==> src/mcr_map.svh <==
// What this block does
// - the decimation ratio is 8 * (4 + bandwidth mantissa) * 2^bandwidth exponent.
// - the symbol rate is an unsigned float, 8-bit mantissa plus hidden one, 4-bit exponent.
// - data rate is (256 + rate mantissa) * 2^rate exponent / 2^28 times the reference clock.
// - bit 7 of the third register at one bypasses the dc blocking filter, at zero keeps it.
// - modulation code 000 is 2-fsk, 001 gaussian fsk, 011 on-off keying, others undefined.
// - rate exponent is bits 3:0 of the first register, reset 1100; bw exp resets 10, bw mant 00.
// - the rate mantissa fills the second register and resets to 0x22.
`ifndef MCR_MAP_SVH
`define MCR_MAP_SVH

// ----------------------------------------
// register indices (byte address = index * 4)
// ----------------------------------------
`define MCR_IDX_BW_EXP      16'hDF0C
`define MCR_IDX_MANT        16'hDF0D
`define MCR_IDX_FILT_MOD    16'hDF0E

// ----------------------------------------
// reset values
// ----------------------------------------
`define MCR_RST_BW_EXP      8'h8C
`define MCR_RST_MANT        8'h22
`define MCR_RST_FILT_MOD    8'h02

// ----------------------------------------
// field positions
// ----------------------------------------
`define MCR_BW_E_MSB        7
`define MCR_BW_E_LSB        6
`define MCR_BW_M_MSB        5
`define MCR_BW_M_LSB        4
`define MCR_RATE_E_MSB      3
`define MCR_RATE_E_LSB      0
`define MCR_DC_BYPASS_BIT   7
`define MCR_MOD_MSB         6
`define MCR_MOD_LSB         4

// ----------------------------------------
// arithmetic constants
// ----------------------------------------
`define MCR_BW_OFFSET       4'h4
`define MCR_BW_SHIFT        3
`define MCR_RATE_HIDDEN     9'h100
`define MCR_NCO_W           28

`endif

==> src/mcr_pkg.sv <==
package mcr_pkg;
    typedef enum logic [2:0] {
        MCR_MOD_FSK2 = 3'b000,
        MCR_MOD_GFSK = 3'b001,
        MCR_MOD_OOK  = 3'b011
    } mcr_mod_e;

    typedef logic [7:0]  mcr_byte_t;
    typedef logic [23:0] mcr_rate_word_t;
endpackage

==> src/mcr_rate_nco.sv <==
`timescale 1ns/1ps
`include "mcr_map.svh"
module mcr_rate_nco #(
    parameter int ACC_W = `MCR_NCO_W
) (
    // clock and reset
    input  wire logic                   pclk,
    input  wire logic                   presetn,
    // rate word
    input  wire mcr_pkg::mcr_rate_word_t rate_word,
    // symbol strobe
    output logic                        sym_tick
);
    generate
        if (ACC_W <= $bits(mcr_pkg::mcr_rate_word_t)) begin : g_chk
            $error("mcr_rate_nco: accumulator narrower than rate word");
        end
    endgenerate

    logic [ACC_W-1:0] acc_reg;
    logic [ACC_W-1:0] acc_next;
    logic             tick_reg;
    logic             tick_next;

    // carry out of the accumulator marks one symbol: rate = word / 2^ACC_W * f_clk
    always_comb begin
        {tick_next, acc_next} = {1'b0, acc_reg} + (ACC_W+1)'(rate_word);
    end

    always_ff @(posedge pclk or negedge presetn) begin
        if (!presetn) begin
            acc_reg  <= '0;
            tick_reg <= 1'b0;
        end else begin
            acc_reg  <= acc_next;
            tick_reg <= tick_next;
        end
    end

    assign sym_tick = tick_reg;
endmodule // mcr_rate_nco

==> src/mcr_regs.sv <==
`timescale 1ns/1ps
`include "mcr_map.svh"
module mcr_regs #(
    parameter int ADDR_W = 18
) (
    // clock and reset
    input  wire logic              pclk,
    input  wire logic              presetn,
    // apb slave
    input  wire logic              psel,
    input  wire logic              penable,
    input  wire logic              pwrite,
    input  wire logic [ADDR_W-1:0] paddr,
    input  wire logic [31:0]       pwdata,
    input  wire logic [3:0]        pstrb,
    output logic [31:0]            prdata,
    output logic                   pready,
    output logic                   pslverr,
    // receiver fields
    output logic [1:0]             bandwidth_exponent,
    output logic [1:0]             bandwidth_mantissa,
    output logic [9:0]             decim_ratio,
    output logic                   dc_block_bypass,
    output logic                   dc_block_enable,
    // rate fields
    output logic [3:0]             rate_exponent,
    output logic [7:0]             rate_mantissa_field,
    output mcr_pkg::mcr_rate_word_t rate_word,
    output logic                   sym_tick,
    // modulation
    output logic [2:0]             modulation_select,
    output logic                   mod_fsk2,
    output logic                   mod_gfsk,
    output logic                   mod_ook,
    output logic                   mod_undefined,
    // low bits of third register, kept as storage
    output logic [3:0]             filt_low_bits
);
    generate
        if (ADDR_W < 18) begin : g_chk
            $error("mcr_regs: address too narrow for register map");
        end
    endgenerate

    // ----------------------------------------
    // address decode
    // ----------------------------------------
    localparam logic [ADDR_W-1:0] ADDR_BW_EXP   = ADDR_W'({`MCR_IDX_BW_EXP, 2'b00});
    localparam logic [ADDR_W-1:0] ADDR_MANT     = ADDR_W'({`MCR_IDX_MANT, 2'b00});
    localparam logic [ADDR_W-1:0] ADDR_FILT_MOD = ADDR_W'({`MCR_IDX_FILT_MOD, 2'b00});

    logic hit_bw;
    logic hit_mant;
    logic hit_filt;
    logic hit_any;
    logic setup;
    logic wr_en;

    assign hit_bw   = (paddr == ADDR_BW_EXP);
    assign hit_mant = (paddr == ADDR_MANT);
    assign hit_filt = (paddr == ADDR_FILT_MOD);
    assign hit_any  = hit_bw | hit_mant | hit_filt;
    assign setup    = psel & ~penable;
    // no wait states; data lives in byte lane 0 only
    assign wr_en    = psel & penable & pwrite & pstrb[0];
    assign pready   = 1'b1;

    // ----------------------------------------
    // register storage
    // ----------------------------------------
    mcr_pkg::mcr_byte_t bw_exp_reg;
    mcr_pkg::mcr_byte_t bw_exp_next;
    mcr_pkg::mcr_byte_t mant_reg;
    mcr_pkg::mcr_byte_t mant_next;
    mcr_pkg::mcr_byte_t filt_reg;
    mcr_pkg::mcr_byte_t filt_next;
    logic [31:0]        rdata_reg;
    logic [31:0]        rdata_next;
    logic               err_reg;
    logic               err_next;

    always_comb begin
        bw_exp_next = bw_exp_reg;
        mant_next   = mant_reg;
        filt_next   = filt_reg;
        // write lands at the access edge, fields follow next cycle
        if (wr_en && hit_bw) begin
            bw_exp_next = pwdata[7:0];
        end
        if (wr_en && hit_mant) begin
            mant_next = pwdata[7:0];
        end
        if (wr_en && hit_filt) begin
            filt_next = pwdata[7:0];
        end
        rdata_next = rdata_reg;
        err_next   = err_reg;
        // read data sampled in setup so prdata comes from a flop
        if (setup) begin
            err_next = ~hit_any;
            unique case (1'b1)
                hit_bw:   rdata_next = {24'h000000, bw_exp_reg};
                hit_mant: rdata_next = {24'h000000, mant_reg};
                hit_filt: rdata_next = {24'h000000, filt_reg};
                default:  rdata_next = 32'h00000000;
            endcase
        end
    end

    always_ff @(posedge pclk or negedge presetn) begin
        if (!presetn) begin
            bw_exp_reg <= `MCR_RST_BW_EXP;
            mant_reg   <= `MCR_RST_MANT;
            filt_reg   <= `MCR_RST_FILT_MOD;
            rdata_reg  <= 32'h00000000;
            err_reg    <= 1'b0;
        end else begin
            bw_exp_reg <= bw_exp_next;
            mant_reg   <= mant_next;
            filt_reg   <= filt_next;
            rdata_reg  <= rdata_next;
            err_reg    <= err_next;
        end
    end

    assign prdata  = rdata_reg;
    assign pslverr = err_reg & psel & penable;

    // ----------------------------------------
    // field decode for the modem
    // ----------------------------------------
    assign bandwidth_exponent  = bw_exp_reg[`MCR_BW_E_MSB:`MCR_BW_E_LSB];
    assign bandwidth_mantissa  = bw_exp_reg[`MCR_BW_M_MSB:`MCR_BW_M_LSB];
    assign rate_exponent       = bw_exp_reg[`MCR_RATE_E_MSB:`MCR_RATE_E_LSB];
    assign rate_mantissa_field = mant_reg;
    assign dc_block_bypass     = filt_reg[`MCR_DC_BYPASS_BIT];
    assign dc_block_enable     = ~filt_reg[`MCR_DC_BYPASS_BIT];
    assign modulation_select   = filt_reg[`MCR_MOD_MSB:`MCR_MOD_LSB];
    assign filt_low_bits       = filt_reg[3:0];

    // 8*(4+m) << e; widest case 7*8*8 = 448 fits ten bits
    assign decim_ratio = 10'({`MCR_BW_OFFSET + {2'b00, bandwidth_mantissa}, 3'b000}
                             << bandwidth_exponent);

    // hidden ninth bit; widest case 511 << 15 fits 24 bits
    assign rate_word = 24'(({`MCR_RATE_HIDDEN | {1'b0, mant_reg}}) << rate_exponent);

    always_comb begin
        mod_fsk2      = 1'b0;
        mod_gfsk      = 1'b0;
        mod_ook       = 1'b0;
        mod_undefined = 1'b0;
        unique case (modulation_select)
            mcr_pkg::MCR_MOD_FSK2: mod_fsk2 = 1'b1;
            mcr_pkg::MCR_MOD_GFSK: mod_gfsk = 1'b1;
            mcr_pkg::MCR_MOD_OOK:  mod_ook  = 1'b1;
            // codes with no defined format are flagged, never guessed
            default:               mod_undefined = 1'b1;
        endcase
    end

    // ----------------------------------------
    // symbol rate generator on the reference clock
    // ----------------------------------------
    mcr_rate_nco #(
        .ACC_W (`MCR_NCO_W)
    ) u_nco (
        .pclk      (pclk),
        .presetn   (presetn),
        .rate_word (rate_word),
        .sym_tick  (sym_tick)
    );
endmodule // mcr_regs

==> config.mk <==
export PLATFORM = sky130hd
export DESIGN_NAME = mcr_regs
export DESIGN_NICKNAME = d
export VERILOG_FILES = /design/src/mcr_pkg.sv /design/src/mcr_rate_nco.sv /design/src/mcr_regs.sv
export VERILOG_INCLUDE_DIRS = /design/src /design/src/src
export SDC_FILE = /design/constraint.sdc
export NUM_CORES = 1
export LEC_CHECK = 0
export ABC_AREA = 0
export BUFFER_PORTS_ARGS = -buffer_cell sky130_fd_sc_hd__buf_2
export CORE_MARGIN = 2
export CORE_UTILIZATION = 35
export DETAILED_ROUTE_END_ITERATION = 10
export PLACE_DENSITY_LB_ADDON = 0.15
export SKIP_CTS_REPAIR_TIMING = 1
export SYNTH_ARGS = -nofsm -noshare
export SYNTH_HDL_FRONTEND = slang
export SYNTH_SLANG_ARGS = --single-unit
==> constraint.sdc <==
create_clock -name pclk -period 5.5 [get_ports pclk]
set_input_delay 0.55 -clock pclk [delete_from_list [all_inputs] [get_ports pclk]]
set_output_delay 0.55 -clock pclk [all_outputs]
set_load 0.02 [all_outputs]
# Word-level counts from Yosys, hierarchy flattened
# Cells that the tools add are included.
[op_classes] addsub=2 shift=2 eq_ne=5 n_reduce_logical=5 bitwise_logic=11 n_mux=5
[ops] cell="18-bit equality test, second input constant" count=3
[ops] cell="28-bit by 24-bit adder with 29-bit output" count=1
[ops] cell="8-bit one-hot mux with 3 select lines" count=1
[ops] cell="9-bit by 4-bit << shifter with 24-bit output" count=1
[ops] cell="7-bit by 2-bit << shifter with 10-bit output" count=1
[ops] cell="1-bit AND" count=6
[ops] cell="3-bit by 2-bit adder with 4-bit output, first input constant" count=1
[ops] cell="1-bit 2-to-1 mux" count=4
[ops] cell="3-bit by 1-bit equality test with 1-bit output, second input constant" count=1
[ops] cell="3-bit by 2-bit equality test with 1-bit output, second input constant" count=1
[ops] cell="1-bit logical AND" count=3
[ops] cell="3-bit logical NOT" count=1
[ops] cell="1-bit NOT" count=3
[ops] cell="3-bit OR reduction" count=1
[ops] cell="1-bit OR" count=2
[word_totals] reg_bits=86 out_inout_bits=98

# Logic depth before layout (Yosys ltp)
# Gate-level depths: netlist of run 1.
[depth] depth_word=4 depth_mapped=16 mapped_depth_nobuf=15

# Modules after synthesis
# Synthesis of run 1 repeated with hierarchy kept, for this count alone.
[hier_totals] hier_cells=509 area_unflattened_um2=4647.0
[modules_own_cells] mod="mcr_regs" instances=1 cells_per_inst=263 area_each_um2=2411.1
[modules_own_cells] mod="mcr_rate_nco" instances=1 cells_per_inst=246 area_each_um2=2235.9

# Worst setup path before layout of run 1
# Ideal clock, no wire load.
[synth_path] path_type="flip-flop to flip-flop" from="register bw_exp_reg[0]" to="register u_nco.acc_reg[25]" path_slack_ps=1467 required_time_ps=5372 n_path_buf=1 arrival_ps=3905 setup_time_ps=128 path_stages_with_launch=13 synth_period_minus_slack_ps=4033 cell_sequence="dfrtp_1 > buf_1 > mux2i_1 > or2_2 > nor3_1 > ha_1 > a211o_1 > a21oi_1 > a211oi_1 > or4b_1 > o211ai_1 > a21oi_1 > xor2_1"
[synth_between] elab_chain_len=2
[synth_lines] element="start, declared" line_no="mcr_regs.sv:71" text="mcr_pkg::mcr_byte_t bw_exp_reg;"
[synth_lines] element="start signal, assigned" line_no="mcr_regs.sv:112" text="bw_exp_reg <= `MCR_RST_BW_EXP;"
[synth_lines] element="start signal, assigned" line_no="mcr_regs.sv:118" text="bw_exp_reg <= bw_exp_next;"
[synth_lines] element="9-bit by 4-bit << shifter with 24-bit output" line_no="mcr_regs.sv:146" text="assign rate_word = 24'(({`MCR_RATE_HIDDEN | {1'b0, mant_reg}}) << rate_exponent);"
[synth_lines] element="named net rate_word[1]" line_no="mcr_regs.sv:28" text="output mcr_pkg::mcr_rate_word_t rate_word,"
[synth_lines] element="28-bit by 24-bit adder with 29-bit output" line_no="mcr_rate_nco.sv:27" text="{tick_next, acc_next} = {1'b0, acc_reg} + (ACC_W+1)'(rate_word);"
[synth_lines] element="named net u_nco.acc_next[25]" line_no="mcr_rate_nco.sv:21" text="logic [ACC_W-1:0] acc_next;"
[synth_lines] element="end signal, assigned" line_no="mcr_rate_nco.sv:35" text="acc_reg <= acc_next;"
[synth_lines] element="end, declared" line_no="mcr_rate_nco.sv:20" text="logic [ACC_W-1:0] acc_reg;"
# The timed path passes the listed nets, and every way through them passes these cells.
# A chain may end at the register's enable or synchronous reset.

# Worst setup path after layout of run 1
[layout_path] from="register bw_exp_reg[0]" to="register u_nco.acc_reg[24]"
[layout_between] elab_chain_len=2
[layout_lines] element="9-bit by 4-bit << shifter with 24-bit output" line_no="mcr_regs.sv:146"
[layout_lines] element="28-bit by 24-bit adder with 29-bit output" line_no="mcr_rate_nco.sv:27"
[layout_lines] element="named net u_nco.acc_next[24]" line_no="mcr_rate_nco.sv:21"
# The timed path passes the listed nets, and every way through them passes these cells.

==> results of run 1 <==
## Yosys cell counts (3+ instances only)
| library cell | number |
|---|---|
| o21ai_0 | 39 |
| dfrtp_1 | 56 |
| a31oi_1 | 4 |
| mux2i_1 | 16 |
| clkbuf_1 | 8 |
| nor2b_1 | 3 |
| ha_1 | 24 |
| xor2_1 | 9 |
| buf_1 | 4 |
| nand3_1 | 5 |
| inv_1 | 14 |
| nand2_1 | 58 |
| a21oi_1 | 32 |
| nor3_1 | 12 |
| a211oi_1 | 7 |
| buf_4 | 29 |
| a21o_1 | 8 |
| a22o_1 | 8 |
| dfstp_2 | 6 |
| o21a_1 | 3 |
| mux2_2 | 19 |
| and2_1 | 9 |
| xnor2_1 | 12 |
| nor2_1 | 29 |
| nand4_1 | 7 |
| nand2b_1 | 4 |
| nor3b_1 | 3 |
## report_power, final
group | internal, mW | switching (mW)
clock network | 0.399 | 0.220
registers | 0.466 | 0.0114
logic | 0.0184 | 0.0442
total | 0.883 | 0.276
## cells by family after synthesis
| kind of cell | count (synthesis) | share of synthesized area (%) |
|---|---|---|
| AOI/OAI and AO/OA | 121 | 17.9 |
| xor gates and xnor gates | 21 | 4.33 |
| adders and majority gates | 25 | 7.54 |
| buffers and inverters | 58 | 7.74 |
| DFF | 62 | 36.7 |
| muxes | 35 | 8.80 |
| other | 2 | 0.177 |
| and+or+nand+nor | 144 | 16.9 |
## how the worst max path moves through the flow
stage	startpoint	end	slack, ns	cells after the start
2_1_floorplan	bw_exp_reg[0]$_DFFE_PN0P_	u_nco.acc_reg[25]$_DFF_PN0_	1.47	12
3_3_place_gp	bw_exp_reg[0]$_DFFE_PN0P_	u_nco.acc_reg[24]$_DFF_PN0_	1.49	12
3_5_place_dp	bw_exp_reg[0]$_DFFE_PN0P_	u_nco.acc_reg[24]$_DFF_PN0_	1.43	12
4_1_cts	bw_exp_reg[0]$_DFFE_PN0P_	u_nco.acc_reg[24]$_DFF_PN0_	1.40	12
5_1_grt	bw_exp_reg[0]$_DFFE_PN0P_	u_nco.acc_reg[24]$_DFF_PN0_	1.01	12
6_report	bw_exp_reg[0]$_DFFE_PN0P_	u_nco.acc_reg[24]$_DFF_PN0_	1.40	12
## critical path: cells and delay by family (launching register included)
| family | cells | cell delay [ns] |
|---|---|---|
| DFF | 1 | 0.63 |
| and+or+nand+nor | 1 | 0.22 |
| AOI/OAI and AO/OA | 8 | 2.09 |
| adders and majority gates | 1 | 0.39 |
| muxes | 2 | 0.64 |
## cells in the final DEF (no fill, tap or decap), types with 3 or more instances in the layout
cell type and instances:
a31oi_1 4, conb_1 29, dfrtp_1 56, inv_1 14
a22o_1 8, mux2i_1 16, nand3_1 5, nor3b_1 3
mux2_2 19, and2_1 9, nand4_1 7, nand2_1 58
a21oi_1 32, nor3_1 12, o21a_1 3, nor2b_1 3
clkbuf_16 9, a21o_1 8, nor2_1 29, o21ai_0 39
ha_1 24, buf_2 100, a211oi_1 7, nand2b_1 4
xnor2_1 12, dfstp_2 6, xor2_1 9
## cell type report
type	count	area [um2]
fill	1170	6820
multi-input combinational	375	2460
sequential	62	1560
timing repair buffer	101	508
clock buffer	11	233
tap	147	184
clock inverter	5	85.1
inverter	15	56.3
## per-layer routing
metal,share of wire [%],track usage (%)
met2,47,28.4
met4,1.3,6.67
met5,0,0
met1,47,23.5
met3,5.3,3.23
==> flow_metrics.env, run 1 <==
export IMPL_hold_viol_final=0
export IMPL_htreeDepth=3
export IMPL_largest_reg_flops=28
export IMPL_dpl_hpwl_um=8480
export IMPL_cp_cell_sequence="mux2_2 > o21ai_0 > o21ai_0 > and2_1 > ha_1 > a2111oi_0 > a211oi_1 > o21ai_0 > a211oi_1 > o2111ai_1 > mux2i_1 > o2111ai_1"
export IMPL_r2r_start="bw_exp_reg[0]$_DFFE_PN0P_"
export IMPL_core_area_um2=11900
export IMPL_drtPass1Iterations=4
export IMPL_cts_max_path_buffers=2
export IMPL_grt_max_degree=63
export IMPL_clock_skew_ns=0.0100
export IMPL_cp_arrival_ns=4.30
export IMPL_port_buffers=100
export IMPL_cp_slowest_cell="dfrtp_1"
export IMPL_fin_cells=716
export IMPL_synthCells=468
export IMPL_place_congestion=0.908
export IMPL_yosysWarnings=0
export IMPL_hold_ws_ns=0.393
export IMPL_drive_gt1_share_pct=25.8
export IMPL_clock_fmax_mhz=244
export IMPL_critPathLaunchType="register"
export IMPL_yosysTopAreaCell="dfrtp_1"
export IMPL_synth_top_area_share_pct=33.0
export IMPL_finalPower_mw=1.16
export IMPL_place_ws_ns=1.43
export IMPL_synth_async_reset_ratio_pct=100
export IMPL_drt_iter0_drc=144
export IMPL_path_max_fanout=13
export IMPL_root_buffer="clkbuf_16"
export IMPL_utilization_pct=42.7
export IMPL_crit_top_cell="o21ai_0"
export IMPL_leakagePower_nw=2.75
export IMPL_synth_area_um2=4250
export IMPL_num_io_pins=157
export IMPL_cts_tree="built"
export IMPL_synth_cell_types=55
export IMPL_dpl_cell_area_um2=4770
export IMPL_hp_class="in2async"
export IMPL_synth_edf_count=0
export IMPL_die_x_um=114
export IMPL_slew_violations=0
export IMPL_grt_setup_unrepaired="no"
export IMPL_pwr_density_cell_nw_per_um2=228
export IMPL_area_growth_synth_to_final_pct=19.7
export IMPL_placedCellCount=700
export IMPL_nets=648
export IMPL_num_antenna_cells=0
export IMPL_dieArea_um2=13000
export IMPL_rr_endpoint="u_nco.acc_reg[24]$_DFF_PN0_"
export IMPL_grt_pass1_wl_um=17900
export IMPL_start_util_pct=35.7
export IMPL_drcViolationCount=0
export IMPL_slowest_delay_ns=0.63
export IMPL_grt_antenna_before_repair=0
export IMPL_reg2reg_setup_slack_ns=1.40
export IMPL_grt_usage_pct=17.6
export IMPL_period_minus_slack_ns=4.10
export IMPL_cts_made_buffers=9
export IMPL_first_global_vias=3480
export IMPL_ys_flop_type="dfrtp_1"
export IMPL_worst_slack_ns=1.40
export IMPL_ant_nets=0
export IMPL_grt_overflow_total=0
export IMPL_row_count=40
export IMPL_reg2reg_depth=12
export IMPL_critPathKind="reg2reg"
export IMPL_synth_avg_cell_area_um2=9.08
export IMPL_cts_sinks=62
export IMPL_wirelength_um=11200
export IMPL_vias_per_cell=5.21
export IMPL_ys_seq_area_share_pct=36.7
export IMPL_wire_per_inst_um=15.7
export IMPL_die_h_um=114
export IMPL_finalInstanceArea_um2=5090
export IMPL_ir_drop_uv=94.6
export IMPL_crit_required_ns=5.70
export IMPL_tightest_slew_ns=1.00
export IMPL_crit_path_end_kind="register"
export IMPL_outcome="completed"
export IMPL_synth_seq_cells=62
export IMPL_clk_latency_ns=0.34
export IMPL_cts_reportedPaths_clkPinSlew_ns=0.06
export IMPL_period_share_pct=74.6
export IMPL_final_setup_tns_ns=0
export IMPL_relSlewSlack_pct=32.9
export IMPL_setup_violations=0
export IMPL_drv_cap=0
export IMPL_yosys_top_cells_area="dfrtp_1 (33%), ha_1 (7.1%), buf_4 (5.1%), nand2_1 (5.1%), mux2_2 (5.0%)"
export IMPL_vias=3730
No activity file was read; power rests on OpenSTA's default activity.
==> run 2, diff against run 1 <==
==> constraint.sdc (replaced) <==
create_clock -name pclk -period 3.5 [get_ports pclk]
set_input_delay 0.35 -clock pclk [delete_from_list [all_inputs] [get_ports pclk]]
set_output_delay 0.35 -clock pclk [all_outputs]
set_load 0.02 [all_outputs]
==> flow_metrics.env, run 2 (synthesis gave the netlist of run 1 again) <==
export IMPL_outcome="completed"
export IMPL_clock_fmax_mhz=301
export IMPL_reg2reg_depth=14
export IMPL_pwr_density_cell_nw_per_um2=317
export IMPL_r2r_start="bw_exp_reg[0]$_DFFE_PN0P_"
export IMPL_cts_reportedPaths_clkPinSlew_ns=0.06
export IMPL_path_max_fanout=4
export IMPL_num_io_pins=157
export IMPL_hold_viol_final=0
export IMPL_period_minus_slack_ns=3.32
export IMPL_ant_nets=0
export IMPL_hp_class="in2async"
export IMPL_clk_latency_ns=0.34
export IMPL_tightest_slew_ns=1.01
export IMPL_htreeDepth=3
export IMPL_cp_arrival_ns=3.54
export IMPL_num_antenna_cells=0
export IMPL_cts_tree="built"
export IMPL_relSlewSlack_pct=32.8
export IMPL_vias_per_cell=5.06
export IMPL_grt_pass1_wl_um=18700
export IMPL_die_x_um=114
export IMPL_setup_violations=0
export IMPL_cts_made_buffers=9
export IMPL_row_count=40
export IMPL_cts_max_path_buffers=2
export IMPL_drive_gt1_share_pct=43.6
export IMPL_final_setup_tns_ns=0
export IMPL_port_buffers=100
export IMPL_crit_path_end_kind="register"
export IMPL_ir_drop_uv=233
export IMPL_multi_input_area_um2=2840
export IMPL_largest_reg_flops=28
export IMPL_drcViolationCount=0
export IMPL_root_buffer="clkbuf_16"
export IMPL_nets=721
export IMPL_critPathKind="reg2reg"
export IMPL_area_growth_synth_to_final_pct=42.6
export IMPL_slew_violations=0
export IMPL_fillers=1089
export IMPL_drv_cap=0
export IMPL_utilization_pct=50.9
export IMPL_grt_overflow_total=0
export IMPL_cts_sinks=62
export IMPL_grt_setup_unrepaired="yes"
export IMPL_dpl_hpwl_um=9080
export IMPL_grt_max_degree=38
export IMPL_place_congestion=0.855
export IMPL_reg2reg_setup_slack_ns=0.18
export IMPL_drtPass1Iterations=4
export IMPL_period_share_pct=94.8
export IMPL_regArea_um2=1560
export IMPL_fin_cells=789
export IMPL_wire_per_inst_um=15.1
export IMPL_leakagePower_nw=3.14
export IMPL_final_common_cell="buf_2"
export IMPL_vias=3993
export IMPL_die_h_um=114
export IMPL_clock_skew_ns=0.00464
export IMPL_rr_endpoint="u_nco.acc_reg[27]$_DFF_PN0_"
export IMPL_critPathLaunchType="register"
export IMPL_dieArea_um2=13000
export IMPL_layout_common_cells="buf_2 (100), buf_4 (71), nand2_1 (58)"
export IMPL_wirelength_um=11900
export IMPL_core_area_um2=11900
export IMPL_drt_iter0_drc=144
export IMPL_first_global_vias=3808
export IMPL_crit_required_ns=3.72
export IMPL_grt_antenna_before_repair=0
export IMPL_start_util_pct=35.7
export IMPL_placedCellCount=770
export IMPL_grt_usage_pct=18.4
-- run 2: cell types whose count changed in the layout (fill, tap and decap cells not counted), moves of 4 or more --
cell,delta
ha_4,+11
a21oi_1,-8
o21ai_0,-17
o21ai_1,+7
buf_4,+70
mux2i_1,-4
o21ai_2,+9
nor2_2,+4
ha_1,-13
nor2_1,-4
nor3_1,-4
a21oi_2,+8
-- run 2: metrics by stage --
step	power, mW	hold WS [ns]	instance area [um2]	worst slack, ns
after global routing	1.99	0.0644	6060	-0.0445
after global placement	0.860	0.403	5320	-0.0227
after detailed placement	0.863	0.403	5320	-0.0911
after floorplan	0.840	0.0544	4380	0.0264
after CTS	1.95	0.0347	5680	-0.119
final	1.92	0.0148	6060	0.182
-- run 2: final cells by class --
class	instances	area share, %
Tap cell	147	3.03
Timing Repair Buffer	174	17.6
Inverter	15	0.929
Multi-Input combinational cell	375	46.8
Sequential cell	62	25.8
Clock buffer	11	4.17
Clock inverter	5	1.73
-- run 2: power by group --
group | leakage, nW | internal (mW) | total, mW | switching (mW)
Sequential | 0.804 | 0.733 | 0.750 | 0.0171
Combinational | 2.16 | 0.0288 | 0.0992 | 0.0703
Clock | 0.168 | 0.734 | 1.08 | 0.342
-- run 2: worst max path at each step --
| stage | depth (start not counted) | from | endpoint |
|---|---|---|---|
| floorplan | 14 | bw_exp_reg[0]$_DFFE_PN0P_ | u_nco.acc_reg[25]$_DFF_PN0_ |
| CTS | 14 | bw_exp_reg[0]$_DFFE_PN0P_ | u_nco.acc_reg[24]$_DFF_PN0_ |
| global placement | 16 | bw_exp_reg[0]$_DFFE_PN0P_ | u_nco.acc_reg[24]$_DFF_PN0_ |
| global route | 17 | bw_exp_reg[0]$_DFFE_PN0P_ | u_nco.acc_reg[27]$_DFF_PN0_ |
| finish | 14 | bw_exp_reg[0]$_DFFE_PN0P_ | u_nco.acc_reg[27]$_DFF_PN0_ |
| detailed placement | 14 | bw_exp_reg[0]$_DFFE_PN0P_ | u_nco.acc_reg[24]$_DFF_PN0_ |
-- run 2: worst max-delay path, stage by stage (launching register included) --
cell and delay, ns:
dfrtp_2 0.41, buf_6 0.15, mux2i_2 0.23, nand2_1 0.10, o21ai_2 0.08, mux2i_1 0.11
and2_4 0.17, ha_1 0.30, or3_1 0.34, a21oi_2 0.21, a211oi_2 0.07, or4b_4 0.51
o211ai_1 0.24, a21oi_1 0.11, xor2_1 0.16
-- run 2: per-layer routing --
layer | up-vias | track usage [%] | wire, um
met5 | - | 0 | 0
met2 | 123 | 30.3 | 5600
met1 | 1898 | 23.6 | 5450
met4 | 0 | 6.50 | 158
li1 | 1962 | - | -
met3 | 10 | 4.71 | 737
==> run 3, diff against run 2 <==
--- a/config.mk
+++ b/config.mk
@@ -9,7 +9,7 @@
 export ABC_AREA = 0
 export BUFFER_PORTS_ARGS = -buffer_cell sky130_fd_sc_hd__buf_2
 export CORE_MARGIN = 2
-export CORE_UTILIZATION = 35
+export CORE_UTILIZATION = 40
 export DETAILED_ROUTE_END_ITERATION = 10
 export PLACE_DENSITY_LB_ADDON = 0.15
 export SKIP_CTS_REPAIR_TIMING = 1
==> flow_metrics.env, run 3 (synthesis gave the netlist of run 1 again) <==
export IMPL_htreeDepth=3
export IMPL_hold_viol_final=0
export IMPL_vias_per_cell=5.22
export IMPL_crit_required_ns=3.72
export IMPL_relSlewSlack_pct=39.5
export IMPL_area_growth_synth_to_final_pct=40.8
export IMPL_die_h_um=107
export IMPL_drv_cap=0
export IMPL_row_count=37
export IMPL_period_minus_slack_ns=3.38
export IMPL_largest_reg_flops=28
export IMPL_crit_path_end_kind="register"
export IMPL_clock_fmax_mhz=296
export IMPL_use_met1_pct=27.5
export IMPL_grt_overflow_total=0
export IMPL_slew_violations=0
export IMPL_leakagePower_nw=3.12
export IMPL_first_global_vias=3669
export IMPL_ir_drop_uv=161
export IMPL_path_max_fanout=5
export IMPL_placedCellCount=753
export IMPL_slowest_delay_ns=0.49
export IMPL_drt_iter0_drc=192
export IMPL_cp_cell_sequence="buf_4 > mux2i_1 > or2_2 > o21ai_2 > and2_4 > ha_1 > a2111oi_1 > buf_4 > a211oi_2 > o21ai_2 > a211oi_4 > o2111ai_4 > mux2i_1 > o2111ai_1"
export IMPL_cp_slowest_cell="a2111oi_1"
export IMPL_wire_per_inst_um=15.4
export IMPL_clk_latency_ns=0.35
export IMPL_hp_class="in2async"
export IMPL_reg2reg_setup_slack_ns=0.12
export IMPL_dpl_cell_area_um2=5260
export IMPL_drtPass1Iterations=5
export IMPL_num_antenna_cells=0
export IMPL_finalPower_mw=1.59
export IMPL_pwr_density_cell_nw_per_um2=265
export IMPL_finalInstanceArea_um2=5990
export IMPL_layout_common_cells="buf_2 (100), buf_4 (72), nand2_1 (55)"
export IMPL_cts_tree="built"
export IMPL_fin_cells=777
export IMPL_ant_nets=0
export IMPL_grt_antenna_before_repair=0
export IMPL_clock_skew_ns=0.0121
export IMPL_place_congestion=0.871
export IMPL_cts_sinks=62
export IMPL_start_util_pct=41.2
export IMPL_root_buffer="clkbuf_8"
export IMPL_period_share_pct=96.6
export IMPL_core_area_um2=10300
export IMPL_drcViolationCount=0
export IMPL_busiest_layer="met2"
export IMPL_cts_reportedPaths_clkPinSlew_ns=0.08
export IMPL_use_met3_pct=3.65
export IMPL_vias=4058
export IMPL_num_io_pins=157
export IMPL_critPathLaunchType="register"
export IMPL_grt_usage_pct=20.0
export IMPL_dieArea_um2=11500
export IMPL_critPathKind="reg2reg"
export IMPL_port_buffers=100
export IMPL_grt_use_met2_pct=32.5
export IMPL_utilization_pct=58.0
export IMPL_grt_pass1_wl_um=18200
export IMPL_drive_gt1_share_pct=44.8
export IMPL_final_common_cell="buf_2"
export IMPL_wirelength_um=12000
export IMPL_tightest_slew_ns=0.905
export IMPL_dpl_hpwl_um=8800
export IMPL_outcome="completed"
export IMPL_grt_max_degree=35
export IMPL_setup_violations=0
export IMPL_cts_made_buffers=9
export IMPL_nets=720
export IMPL_die_x_um=107
export IMPL_hold_ws_ns=0.0789
export IMPL_cts_max_path_buffers=2
export IMPL_cp_arrival_ns=3.60
-- run 3: cell count changes in the layout (fill, tap and decap cells not counted), sizes merged --
cell | previous run | this run
buf | 174 | 173
bufinv | 3 | 2
clkinvlp | 2 | 3
-- run 3: where the power goes --
| group | internal (mW) | leakage (nW) | switching, mW | total [mW] |
|---|---|---|---|---|
| Clock | 0.422 | 0.110 | 0.317 | 0.740 |
| Sequential | 0.731 | 0.804 | 0.0186 | 0.750 |
| Combinational | 0.0295 | 2.20 | 0.0690 | 0.0985 |
| Total | 1.18 | 3.12 | 0.405 | 1.59 |
-- run 3: metrics by stage --
| step | setup slack (ns) | TNS, ns |
|---|---|---|
| after floorplan | 0.0264 | 0 |
| after global placement | -0.144 | -0.411 |
| after detailed placement | -0.148 | -0.513 |
| after CTS | -0.180 | -0.675 |
| after global routing | -0.119 | -0.388 |
| final | 0.120 | 0 |
-- run 3: final timing paths --
kind | from | end | cells after the start
setup / recovery | bw_exp_reg[0]$_DFFE_PN0P_ | u_nco.acc_reg[24]$_DFF_PN0_ | 14
setup reg to reg | bw_exp_reg[0]$_DFFE_PN0P_ | u_nco.acc_reg[24]$_DFF_PN0_ | 14
hold reg to reg | u_nco.acc_reg[27]$_DFF_PN0_ | u_nco.acc_reg[27]$_DFF_PN0_ | 1
min in group pclk | pwdata[7] | filt_reg[7]$_DFFE_PN0P_ | 3
hold / removal | presetn | rate_mantissa_field[4]$_DFFE_PN0P_ | 1
max in group asynchronous | presetn | rate_mantissa_field[5]$_DFFE_PN1P_ | 2
-- run 3: final cells by class --
class / count / area [um2]
clock inverter: 5 / 81.3
sequential: 62 / 1560
multi-input combinational: 375 / 2920
inverter: 15 / 63.8
tap: 136 / 170
clock buffer: 11 / 141
timing repair buffer: 173 / 1050
fill: 925 / 4340
-- run 3: worst max-delay path: cells and delay by family, from the launching register on --
family	cells	cell delay (ns)
AO/OA/AOI/OAI	7	1.32
AND/OR/NAND/NOR	2	0.50
flip-flops	1	0.45
buffers and inverters	2	0.36
multiplexers	2	0.34
adder cells (fa/ha/maj)	1	0.27
-- run 3: metal layers --
layer / part of all wire [%] / up-vias
met5: 0 / -
met4: 1.0 / 0
met3: 5.6 / 11
met2: 47 / 143
met1: 46 / 1942
li1: - / 1962
